==> src/design/fcr_pkg.sv <==
/*
 * Holds the constants and carrier types of the tone coefficient reload block.
 * Assumes a 32-bit classic Wishbone bus whose word index is ADR_I[9:2].
 */
package fcr_pkg;

	// --------------------------------------------------------------------
	// Register indexes; the byte address is four times the index.
	// --------------------------------------------------------------------
	localparam logic [7:0] IDX_OSC_CTRL    = 8'h20; // Bit 6 enables oscillator reload.
	localparam logic [7:0] IDX_SPACE_AMP   = 8'h45;
	localparam logic [7:0] IDX_SPACE_FREQ  = 8'h46;
	localparam logic [7:0] IDX_MARK_AMP    = 8'h47;
	localparam logic [7:0] IDX_MARK_FREQ   = 8'h48;
	localparam logic [7:0] IDX_S2M_GAIN    = 8'h49;
	localparam logic [7:0] IDX_M2S_GAIN    = 8'h4a;
	localparam logic [7:0] IDX_OSC_AMP     = 8'h50;
	localparam logic [7:0] IDX_OSC_FREQ    = 8'h51;
	localparam logic [7:0] IDX_ACT_TIMER   = 8'h52;
	localparam logic [7:0] IDX_SYMBOL      = 8'h53; // Write pushes a bit, read shows state.
	localparam logic [7:0] IDX_MODE        = 8'h6c; // Bit 6 enables the enhanced mode.

	// --------------------------------------------------------------------
	// Field positions, widths and reset values.
	// --------------------------------------------------------------------
	localparam int         ENABLE_BIT      = 6;
	localparam int         COEF_W          = 16;
	localparam int         FIFO_DEPTH      = 8;
	localparam int         FIFO_CNT_W      = 4;
	localparam int         GAIN_FRAC       = 14;    // Gain of 16'h4000 is unity.
	localparam logic [15:0] COEF_RESET     = 16'h0000;
	localparam logic [15:0] TIMER_RESET    = 16'h0000;

	// Coefficient pair that is handed to oscillator 1 at each expiry.
	typedef struct packed {
		logic [15:0] amplitude;
		logic [15:0] frequency;
	} fcr_coef_s;

endpackage

==> src/design/fcr_top.sv <==
/*
 * Holds the enhanced tone coefficient reload block for oscillator 1.
 * Assumes a classic Wishbone master and an oscillator that takes the
 * coefficient pair whenever OSC_LOAD pulses.
 */
// Added by the designer: the Wishbone interface to the registers.
// How it works
// Enhanced sets used only when both enables set.
// Space expiry loads space amplitude coefficient.
// Space expiry loads space frequency coefficient.
// Mark expiry loads mark amplitude coefficient.
// Mark expiry loads mark frequency coefficient.
// Space-to-mark change scales amplitude by gain.
// Mark-to-space change scales amplitude by gain.
// Host queues next bit; expiry selects set.
`timescale 1ns/1ps
`default_nettype none

module fcr_top (
	input  wire logic              CORE_CLK,
	input  wire logic              RESET,
	input  wire logic              CYC_I,
	input  wire logic              STB_I,
	input  wire logic              WE_I,
	input  wire logic [31:0]       ADR_I,
	input  wire logic [3:0]        SEL_I,
	input  wire logic [31:0]       DAT_I,
	output logic [31:0]            DAT_O,
	output logic                   ACK_O,
	output fcr_pkg::fcr_coef_s     OSC_COEF,
	output logic                   OSC_LOAD,
	output logic                   SYMBOL
);

	// --------------------------------------------------------------------
	// Declarations.
	// --------------------------------------------------------------------
	logic [7:0]  idx;
	logic        req, wr_en, push_req;
	logic        ack_q, ack_d;
	logic [31:0] dat_q, dat_d;
	logic        reload_q, reload_d, enh_q, enh_d;
	logic [15:0] s_amp_q, s_amp_d, s_frq_q, s_frq_d, m_amp_q, m_amp_d, m_frq_q, m_frq_d;
	logic [15:0] s2m_q, s2m_d, m2s_q, m2s_d, n_amp_q, n_amp_d, n_frq_q, n_frq_d;
	logic [15:0] act_q, act_d, tmr_q, tmr_d;
	logic        sym_q, sym_d, load_q, load_d;
	fcr_pkg::fcr_coef_s coef_q, coef_d;
	logic        expiry, enhanced, next_sym;
	logic        f_in_ready, f_out_valid, f_out_ready, f_bit;
	logic [3:0]  f_count;

	// --------------------------------------------------------------------
	// Bus decode.
	// --------------------------------------------------------------------
	assign idx      = ADR_I[9:2];
	assign req      = CYC_I && STB_I && !ack_q;
	assign push_req = req && WE_I && (idx == fcr_pkg::IDX_SYMBOL) && SEL_I[0];
	// A symbol write waits for FIFO room, so back-pressure reaches software.
	assign wr_en    = req && WE_I && (!push_req || f_in_ready);
	assign enhanced = enh_q && reload_q;

	// Merges the two low byte lanes of a write into a 16-bit register.
	function automatic logic [15:0] lanes(input logic [15:0] old, input logic [3:0] sel,
		input logic [31:0] wd);
		lanes = {sel[1] ? wd[15:8] : old[15:8], sel[0] ? wd[7:0] : old[7:0]};
	endfunction

	// Scales an amplitude by an unsigned gain with 14 fraction bits, saturating.
	function automatic logic [15:0] scale(input logic [15:0] amp, input logic [15:0] g);
		logic [31:0] p;
		p = 32'(amp) * 32'(g);
		scale = (p[31:30] != 2'b00) ? 16'hffff : p[29:fcr_pkg::GAIN_FRAC];
	endfunction

	// --------------------------------------------------------------------
	// Register file: next values.
	// --------------------------------------------------------------------
	always_comb begin
		reload_d = reload_q;
		enh_d    = enh_q;
		s_amp_d  = s_amp_q;
		s_frq_d  = s_frq_q;
		m_amp_d  = m_amp_q;
		m_frq_d  = m_frq_q;
		s2m_d    = s2m_q;
		m2s_d    = m2s_q;
		n_amp_d  = n_amp_q;
		n_frq_d  = n_frq_q;
		act_d    = act_q;
		if (wr_en) begin
			unique case (idx)
				fcr_pkg::IDX_OSC_CTRL: if (SEL_I[0]) reload_d = DAT_I[fcr_pkg::ENABLE_BIT];
				fcr_pkg::IDX_MODE:     if (SEL_I[0]) enh_d = DAT_I[fcr_pkg::ENABLE_BIT];
				fcr_pkg::IDX_SPACE_AMP:  s_amp_d = lanes(s_amp_q, SEL_I, DAT_I);
				fcr_pkg::IDX_SPACE_FREQ: s_frq_d = lanes(s_frq_q, SEL_I, DAT_I);
				fcr_pkg::IDX_MARK_AMP:   m_amp_d = lanes(m_amp_q, SEL_I, DAT_I);
				fcr_pkg::IDX_MARK_FREQ:  m_frq_d = lanes(m_frq_q, SEL_I, DAT_I);
				fcr_pkg::IDX_S2M_GAIN:   s2m_d   = lanes(s2m_q, SEL_I, DAT_I);
				fcr_pkg::IDX_M2S_GAIN:   m2s_d   = lanes(m2s_q, SEL_I, DAT_I);
				fcr_pkg::IDX_OSC_AMP:    n_amp_d = lanes(n_amp_q, SEL_I, DAT_I);
				fcr_pkg::IDX_OSC_FREQ:   n_frq_d = lanes(n_frq_q, SEL_I, DAT_I);
				fcr_pkg::IDX_ACT_TIMER:  act_d   = lanes(act_q, SEL_I, DAT_I);
				default: ;
			endcase
		end
	end

	// Read data and acknowledge; unmapped reads return zero and writes vanish.
	always_comb begin
		ack_d = req && (!push_req || f_in_ready);
		dat_d = 32'h0000_0000;
		if (req && !WE_I) begin
			unique case (idx)
				fcr_pkg::IDX_OSC_CTRL:   dat_d[fcr_pkg::ENABLE_BIT] = reload_q;
				fcr_pkg::IDX_MODE:       dat_d[fcr_pkg::ENABLE_BIT] = enh_q;
				fcr_pkg::IDX_SPACE_AMP:  dat_d[15:0] = s_amp_q;
				fcr_pkg::IDX_SPACE_FREQ: dat_d[15:0] = s_frq_q;
				fcr_pkg::IDX_MARK_AMP:   dat_d[15:0] = m_amp_q;
				fcr_pkg::IDX_MARK_FREQ:  dat_d[15:0] = m_frq_q;
				fcr_pkg::IDX_S2M_GAIN:   dat_d[15:0] = s2m_q;
				fcr_pkg::IDX_M2S_GAIN:   dat_d[15:0] = m2s_q;
				fcr_pkg::IDX_OSC_AMP:    dat_d[15:0] = n_amp_q;
				fcr_pkg::IDX_OSC_FREQ:   dat_d[15:0] = n_frq_q;
				fcr_pkg::IDX_ACT_TIMER:  dat_d[15:0] = act_q;
				fcr_pkg::IDX_SYMBOL:     dat_d[7:0] = {f_count, !f_in_ready, f_out_valid, 1'b0, sym_q};
				default: ;
			endcase
		end
	end

	// Registers the bus side; coefficients start at zero so an early expiry is silent.
	always_ff @(posedge CORE_CLK or posedge RESET) begin
		if (RESET) begin
			ack_q    <= 1'b0;
			dat_q    <= 32'h0000_0000;
			reload_q <= 1'b0;
			enh_q    <= 1'b0;
			s_amp_q  <= fcr_pkg::COEF_RESET;
			s_frq_q  <= fcr_pkg::COEF_RESET;
			m_amp_q  <= fcr_pkg::COEF_RESET;
			m_frq_q  <= fcr_pkg::COEF_RESET;
			s2m_q    <= fcr_pkg::COEF_RESET;
			m2s_q    <= fcr_pkg::COEF_RESET;
			n_amp_q  <= fcr_pkg::COEF_RESET;
			n_frq_q  <= fcr_pkg::COEF_RESET;
			act_q    <= fcr_pkg::TIMER_RESET;
		end else begin
			ack_q    <= ack_d;
			dat_q    <= dat_d;
			reload_q <= reload_d;
			enh_q    <= enh_d;
			s_amp_q  <= s_amp_d;
			s_frq_q  <= s_frq_d;
			m_amp_q  <= m_amp_d;
			m_frq_q  <= m_frq_d;
			s2m_q    <= s2m_d;
			m2s_q    <= m2s_d;
			n_amp_q  <= n_amp_d;
			n_frq_q  <= n_frq_d;
			act_q    <= act_d;
		end
	end

	// --------------------------------------------------------------------
	// Symbol queue; drained only at expiry, so it really fills.
	// --------------------------------------------------------------------
	assign f_out_ready = expiry && enhanced;

	fcr_fifo #(
		.WIDTH (1),
		.DEPTH (fcr_pkg::FIFO_DEPTH),
		.CW    (fcr_pkg::FIFO_CNT_W)
	) u_fifo (
		.clk       (CORE_CLK),
		.rst       (RESET),
		.in_valid  (push_req),
		.in_ready  (f_in_ready),
		.in_data   (DAT_I[0]),
		.out_valid (f_out_valid),
		.out_ready (f_out_ready),
		.out_data  (f_bit),
		.count     (f_count)
	);

	// --------------------------------------------------------------------
	// Active timer and coefficient reload.
	// --------------------------------------------------------------------
	// An empty queue repeats the last symbol rather than leaving a gap.
	assign expiry   = reload_q && (tmr_q == 16'h0000);
	assign next_sym = f_out_valid ? f_bit : sym_q;

	// The timer holds its reload value while reload is off, so the first period is whole.
	always_comb begin
		tmr_d  = reload_q ? (expiry ? act_q : tmr_q - 16'h0001) : act_q;
		sym_d  = sym_q;
		coef_d = coef_q;
		load_d = expiry;
		if (expiry) begin
			if (enhanced) begin
				sym_d = next_sym;
				if (next_sym) begin
					coef_d.amplitude = m_amp_q;
					coef_d.frequency = m_frq_q;
					if (!sym_q) coef_d.amplitude = scale(m_amp_q, s2m_q);
				end else begin
					coef_d.amplitude = s_amp_q;
					coef_d.frequency = s_frq_q;
					if (sym_q) coef_d.amplitude = scale(s_amp_q, m2s_q);
				end
			end else begin
				coef_d.amplitude = n_amp_q;
				coef_d.frequency = n_frq_q;
			end
		end
	end

	// Registers the timer, the current symbol and the pair handed to the oscillator.
	always_ff @(posedge CORE_CLK or posedge RESET) begin
		if (RESET) begin
			tmr_q  <= fcr_pkg::TIMER_RESET;
			sym_q  <= 1'b0;
			coef_q <= '0;
			load_q <= 1'b0;
		end else begin
			tmr_q  <= tmr_d;
			sym_q  <= sym_d;
			coef_q <= coef_d;
			load_q <= load_d;
		end
	end

	// Every output is a flip-flop, so the oscillator never sees decode glitches.
	assign ACK_O    = ack_q;
	assign DAT_O    = dat_q;
	assign OSC_COEF = coef_q;
	assign OSC_LOAD = load_q;
	assign SYMBOL   = sym_q;
endmodule

`default_nettype wire

==> src/design/fcr_fifo.sv <==
/*
 * Holds a small synchronous FIFO with valid and ready on both sides.
 * Assumes one clock and an asynchronous active-high reset.
 */
`timescale 1ns/1ps
`default_nettype none

module fcr_fifo #(
	parameter int WIDTH = 1,
	parameter int DEPTH = 8,
	parameter int CW    = 4
) (
	input  wire logic             clk,
	input  wire logic             rst,
	input  wire logic             in_valid,
	output logic                  in_ready,
	input  wire logic [WIDTH-1:0] in_data,
	output logic                  out_valid,
	input  wire logic             out_ready,
	output logic [WIDTH-1:0]      out_data,
	output logic [CW-1:0]         count
);

	// --------------------------------------------------------------------
	// Storage and pointers.
	// --------------------------------------------------------------------
	logic [WIDTH-1:0] mem_q [DEPTH];
	logic [CW-1:0]    wr_q, wr_d, rd_q, rd_d, cnt_q, cnt_d;
	logic             push, pop;

	// Full and empty come straight from the occupancy count.
	assign in_ready  = (cnt_q != CW'(DEPTH));
	assign out_valid = (cnt_q != '0);
	assign out_data  = mem_q[rd_q[$clog2(DEPTH)-1:0]];
	assign count     = cnt_q;
	assign push      = in_valid && in_ready;
	assign pop       = out_valid && out_ready;

	// Pointers wrap at the depth so any depth works.
	always_comb begin
		wr_d  = push ? ((wr_q == CW'(DEPTH - 1)) ? '0 : wr_q + CW'(1)) : wr_q;
		rd_d  = pop ? ((rd_q == CW'(DEPTH - 1)) ? '0 : rd_q + CW'(1)) : rd_q;
		cnt_d = cnt_q + CW'(push) - CW'(pop);
	end

	// Registers only; the storage array has no reset to stay small.
	always_ff @(posedge clk or posedge rst) begin
		if (rst) begin
			wr_q  <= '0;
			rd_q  <= '0;
			cnt_q <= '0;
		end else begin
			wr_q  <= wr_d;
			rd_q  <= rd_d;
			cnt_q <= cnt_d;
		end
	end

	always_ff @(posedge clk) begin
		if (push) begin
			mem_q[wr_q[$clog2(DEPTH)-1:0]] <= in_data;
		end
	end

endmodule

`default_nettype wire

==> config.mk <==
export PLATFORM = sky130hd
export DESIGN_NAME = fcr_top
export DESIGN_NICKNAME = d
export VERILOG_FILES = /design/src/design/fcr_pkg.sv /design/src/design/fcr_top.sv /design/src/design/fcr_fifo.sv
export SDC_FILE = /design/constraint.sdc
export NUM_CORES = 2
export LEC_CHECK = 0
export ABC_CLOCK_PERIOD_IN_PS = 13800
export BUFFER_PORTS_ARGS = -buffer_cell sky130_fd_sc_hd__buf_2
export CAP_MARGIN = 20
export CELL_PAD_IN_SITES_DETAIL_PLACEMENT = 0
export CELL_PAD_IN_SITES_GLOBAL_PLACEMENT = 1
export CORE_UTILIZATION = 23
export CTS_BUF_LIST = sky130_fd_sc_hd__clkbuf_4
export CTS_CLUSTER_DIAMETER = 50
export DETAILED_ROUTE_END_ITERATION = 10
export PLACE_DENSITY_LB_ADDON = 0.1
export SYNTH_ARGS = -nofsm -noshare
export SYNTH_HDL_FRONTEND = slang
export SYNTH_HIERARCHICAL = 1
export SYNTH_SLANG_ARGS = --single-unit
==> constraint.sdc <==
create_clock -name CORE_CLK -period 13.8 [get_ports CORE_CLK]
set_clock_uncertainty 0.2 [all_clocks]
set_input_delay 2.76 -clock CORE_CLK [delete_from_list [all_inputs] [get_ports CORE_CLK]]
set_output_delay 2.76 -clock CORE_CLK [all_outputs]
set_load 0.02 [all_outputs]
# [After elaboration in Yosys (flattened, before gate mapping)]
# Memory sizes are Yosys's and may differ from the RTL's.
# Index checks and enable logic that the tools add are counted.
[word_totals] ff_bits=225 ramBits=8 input_bits=73 out_inout_bits=67 elab_cells=114 memories=1
[mem_list] memory="u_fifo.mem_q" depth=8 width=1 rd=1 rd_clocked_by_memory_dff=0 write_ports=1 line_no="fcr_fifo.sv:27" text="logic [WIDTH-1:0] mem_q [DEPTH];"
[classes] add_sub_neg=5 mul=2 n_eq_ne=15 n_mux=18 n_reduce_logical=43
[op_table] operator="$mux W16" n=7
[op_table] operator="$eq A8 B7 Y1 const B" n=11
[op_table] operator="$pmux W8 S9" n=1
[op_table] operator="$mul A16 B16 Y32" n=2
[op_table] operator="$mux W32" n=2
[op_table] operator="$pmux W6 S10" n=1
[op_table] operator="$reduce_and A3 Y1" n=20
[op_table] operator="$logic_not A16 Y1" n=1
[op_table] operator="$sub A16 B1 Y16 const B" n=1
[op_table] operator="$logic_and A1 B1 Y1" n=13
[op_table] operator="$pmux W1 S12" n=1
[op_table] operator="$pmux W1 S10" n=1
[op_table] operator="$add A4 B1 Y4 const B" n=2
[op_table] operator="$eq A4 B3 Y1 const B" n=2
[op_table] operator="$eq A8 B6 Y1 const B" n=1
[op_table] operator="$mux W4" n=2
[op_table] operator="$add A4 B1 Y4" n=1
[op_table] operator="$logic_not A1 Y1" n=4
[op_table] operator="$ne A4 B4 Y1 const B" n=1
[op_table] operator="$reduce_bool A2 Y1" n=2
[op_table] operator="$reduce_bool A4 Y1" n=1
[op_table] operator="$sub A4 B1 Y4" n=1
[op_table] operator="$mux W1" n=3
[op_table] operator="$reduce_and A2 Y1" n=1
[op_table] operator="$logic_or A1 B1 Y1" n=1

# [Logic depth before layout (Yosys ltp)]
[logic_depth] word_depth=9 ltp_mapped=26 ltp_nobuf=22

# [Hierarchy]
# Netlist, hierarchy kept.
[modules_own_cells] mod="fcr_top" n_inst=1 cells_per_inst=2809 area_each_um2=26681.8
[modules_own_cells] mod="fcr_fifo" n_inst=1 cells_per_inst=80 area_each_um2=1026.0

# [Worst setup path before layout]
# Ideal clock, no wire load.
[synth_path] path_kind="flip-flop to flip-flop" start="register m2s_q[7]" end="register coef_q (netlist bit OSC_COEF[16])" arrival_ns=6.088 required_ns=13.463 path_slack_ns=7.375 path_stages_with_launch=24 n_path_buf=3 path_cell_list="dfrtp_1 > clkbuf_1 > clkbuf_1 > nand2_1 > fa_1 > fa_1 > inv_1 > fa_1 > fa_1 > fa_1 > inv_1 > fa_1 > inv_1 > ha_1 > and2_4 > a221o_1 > a221oi_2 > nand4_1 > o21ai_2 > xor2_2 > nand3_2 > buf_6 > o2111ai_2 > nand3_1"
[synth_via] elab_chain_cells=6
[synth_rtl] item="start: declaration" line_no="fcr_top.sv:44" text="logic [15:0] s2m_q, s2m_d, m2s_q, m2s_d, n_amp_q, n_amp_d, n_frq_q, n_frq_d;"
[synth_rtl] item="start signal: assignment" line_no="fcr_top.sv:143" text="m2s_q <= fcr_pkg::COEF_RESET;"
[synth_rtl] item="start signal: assignment" line_no="fcr_top.sv:157" text="m2s_q <= m2s_d;"
[synth_rtl] item="$mul A16 B16 Y32 (*)" line_no="fcr_top.sv:71" text="p = 32'(amp) * 32'(g);"
[synth_rtl] item="$reduce_bool A2 Y1" line_no="fcr_top.sv:72" text="scale = (p[31:30] != 2'b00) ? 16'hffff : p[29:fcr_pkg::GAIN_FRAC];"
[synth_rtl] item="$mux W16 (*)" line_no="fcr_top.sv:72"
[synth_rtl] item="$mux W16 (*)" line_no="fcr_top.sv:208" text="if (sym_q) coef_d.amplitude = scale(s_amp_q, m2s_q);"
[synth_rtl] item="$mux W32 (*)" line_no="fcr_top.sv:201" text="if (next_sym) begin"
[synth_rtl] item="$mux W32 (*)" line_no="fcr_top.sv:199" text="if (enhanced) begin"
[synth_rtl] item="end signal: assignment" line_no="fcr_top.sv:227" text="coef_q <= coef_d;"
[synth_rtl] item="end: declaration" line_no="fcr_top.sv:47" text="fcr_pkg::fcr_coef_s coef_q, coef_d;"
# Mark *: on every way between the ends. The rest lies on a longest branch, timed or not.
# A chain may end at the register's enable or synchronous reset.

# [Worst setup path in the final report]
[layout_path] start="register m2s_q[7]" end="register coef_q (netlist bit OSC_COEF[18])"
# The elaborated chain is that of the path after synthesis.

==> impl_metrics.tcl <==
set metrics [dict create \
    die_h_um 349 \
    drt-total-wl_um 102000 \
    track_usage 0.171 \
    ios 140 \
    hold_end "OSC_COEF[12]" \
    grt_pass1_vias 22800 \
    clk_pin_slew_ps 60 \
    peakVddDrop_mv 0.0375 \
    grt_pass1_wl_um 154000 \
    routabilityCongestion 0.790 \
    rsz0062_at_grt "no" \
    cp-start-kind "flop" \
    drv_slew 0 \
    cts_tree "yes" \
    ys_seq_area_frac 0.212 \
    synthMostInstantiatedCell "inv_1" \
    cts_root_buf "clkbuf_4" \
    synthTopCellsByArea "fa_1, dfrtp_1, ha_1" \
    clk_path_buf_depth 3 \
    nets 3612 \
    place_area_sq_um 29900 \
    grt_max_degree 109 \
    busiest_layer "met2" \
    critPathMaxFanout 18 \
    drt-pass1-iter-count 7 \
    synth_seq_cells 233 \
    ys_top_cells_by_count "inv_1, fa_1, nand2_1" \
    die_area_sq_um 122000 \
    critPathMostFrequentCell "fa_1" \
    cts_hold_buffers 0 \
    multi_input_area_sq_um 19500 \
    final.fill_count 12700 \
    cap_violations 0 \
    stdcell_area_sq_um 30800 \
    yosysTopAreaCell "fa_1" \
    synth_warnings 6 \
    reg2reg_setup_slack_ps 5710 \
    critPathRequiredTime_ps 14210 \
    tns_ps 0 \
    critPathBufInv 4 \
    cp_top_family "adder cells" \
    hold_path.class "reg2reg" \
    postSynthAreaPerCell_sq_um 9.59 \
    worstMarginPinSlew_ps 1180 \
    synth_flop_cell "dfrtp_1" \
    hold_path.startpoint "OSC_COEF[12]" \
    leakagePower_uw 0.0152 \
    async_reset_ff_frac 0.966 \
    wl_per_cell_um 22.2 \
    core_sq_um 119000 \
    synth_top_area_frac 0.280 \
    regArea_sq_um 5870 \
    synthCells 2889 \
    synth_edf_count 8 \
    max_freq_mhz 124 \
    htreeDepth 3 \
    timing.final.crit_share 0.586 \
    fp.dieW_um 349 \
    synth_cell_types 81 \
    drc_errors 0 \
    p_per_area_nw_per_um2 50.2 \
    insertion_delay_ps 780 \
    cp_num_cells 20 \
    finalCriticalPeriod_ps 8090 \
    postCtsSetupRepairBufs 0 \
    crit_arrival_ps 8500 \
    placement_rows 126 \
    post_cts_resized 0 \
    slowest_stage "dfrtp_1" \
    dp_hpwl_um 77000 \
    initial_core_util 0.233 \
    clock_sinks 233 \
    synthToLayoutAreaGrowth_pct 11.1 \
    vias 20900 \
    ff2ff_path_depth 20 \
    ant_nets 0 \
    detail_route.iter0.violations 1491 \
    antenna_found_initial 12 \
    worstHoldPathCells 2 \
    largest_reg_flops 32 \
    crit_chain "nand2_1 > fa_1 > fa_1 > inv_1 > fa_1 > fa_1 > fa_1 > inv_1 > fa_1 > inv_1 > ha_1 > inv_2 > nor4_2 > o211ai_1 > o221ai_2 > a31oi_1 > xnor2_1 > nand3_2 > a21oi_1 > o31ai_1" \
    cts_buffers 73 \
    use_met2 0.275 \
    path_class "reg2reg" \
    rr_startpoint "m2s_q[7]" \
    max_slew_margin 0.216 \
    setup_violations 0 \
    layout-drive-gt1-share 0.143 \
    hold_viol_final 0 \
    grtUsageMet1 0.245 \
    regToRegEndpoint "OSC_COEF[18]" \
    critPathMaxStageDelay_ps 1080 \
    use_met3 0.0202 \
    vias_per_cell 4.55 \
    overflow 0 \
    synth_area_sq_um 27700 \
    outcome "completed" \
    end_kind "flop" \
    io_buffers 81 \
]
-- cell usage in the layout (no fill, tap or decap), drive strengths merged, types with 14 or more instances in the layout --
cell type	Yosys	layout
nor2b	19	19
a21oi	97	97
dfrtp	225	225
ha	211	211
a222oi	16	16
buf	29	131
xor2	21	21
clkinv	0	19
conb	1	16
nor2	80	80
fa	387	387
nand2	369	369
nand3	27	27
inv	451	453
mux2i	29	29
and2	250	250
a31oi	24	24
o21ai	105	105
xnor2	31	31
clkbuf	140	101
nor3	35	35
a22oi	29	29
nand4	14	14
mux2	149	149
-- worst min-delay path, delay by kind of cell, from the launching register on --
family / cells / cell delay, ps
flip-flops: 1 / 340
AO/OA/AOI/OAI: 1 / 60
AND/OR/NAND/NOR: 1 / 50
-- logic make-up (layout without fill, tap and decap cells) --
group,count (synthesis),count (layout),share of synthesized area
muxes,187,187,0.0785
xor gates and xnor gates,52,52,0.0167
DFF,233,233,0.212
and+or+nand+nor,847,847,0.151
buffers and inverters,620,707,0.0869
adders and majority gates,598,598,0.375
other,1,22,0.000135
AOI/OAI and AO/OA,351,351,0.0797
-- worst max path at each step --
stage                   end        start
2_1_floorplan         ACK_O        RESET
3_3_place_gp   OSC_COEF[18]  s_amp_q[12]
3_5_place_dp   OSC_COEF[18]     m2s_q[2]
4_1_cts        OSC_COEF[18]     m2s_q[2]
5_1_grt        OSC_COEF[18]     m2s_q[7]
6_report       OSC_COEF[18]     m2s_q[7]
-- metal layers --
metal	vias up	part of all wire	wire length [um]
met5	-	0	0
met4	0	0.017	1750
met3	95	0.047	4790
met2	512	0.46	47000
met1	10900	0.48	48600
li1	9385	-	-
-- stage by stage --
step	hold WS (ps)	util	power (uW)	std cells	setup WS [ps]
final	284	0.259	1540	4597	5710
after global routing	319	0.259	1620	4593	5290
after CTS	288	0.259	1570	4590	5590
after detailed placement	269	0.252	852	4465	5620
after global placement	263	0.252	851	4465	5610
after floorplan	261	-	790	2904	5020
-- where the power goes --
group / switching, uW / internal [uW]
sequential: 25.8 / 698
clock: 333 / 374
combinational: 81.3 / 32.8
-- cell type report --
| type | instances | share of cell area |
|---|---|---|
| Antenna cell | 6 | 0.000488 |
| Tap cell | 1600 | 0.0650 |
| Sequential cell | 233 | 0.191 |
| Multi-Input combinational cell | 2051 | 0.634 |
| Clock inverter | 24 | 0.00479 |
| Clock buffer | 101 | 0.0246 |
| Timing Repair Buffer | 131 | 0.0254 |
| Inverter | 451 | 0.0552 |
(Power assumes the default switching activity.)
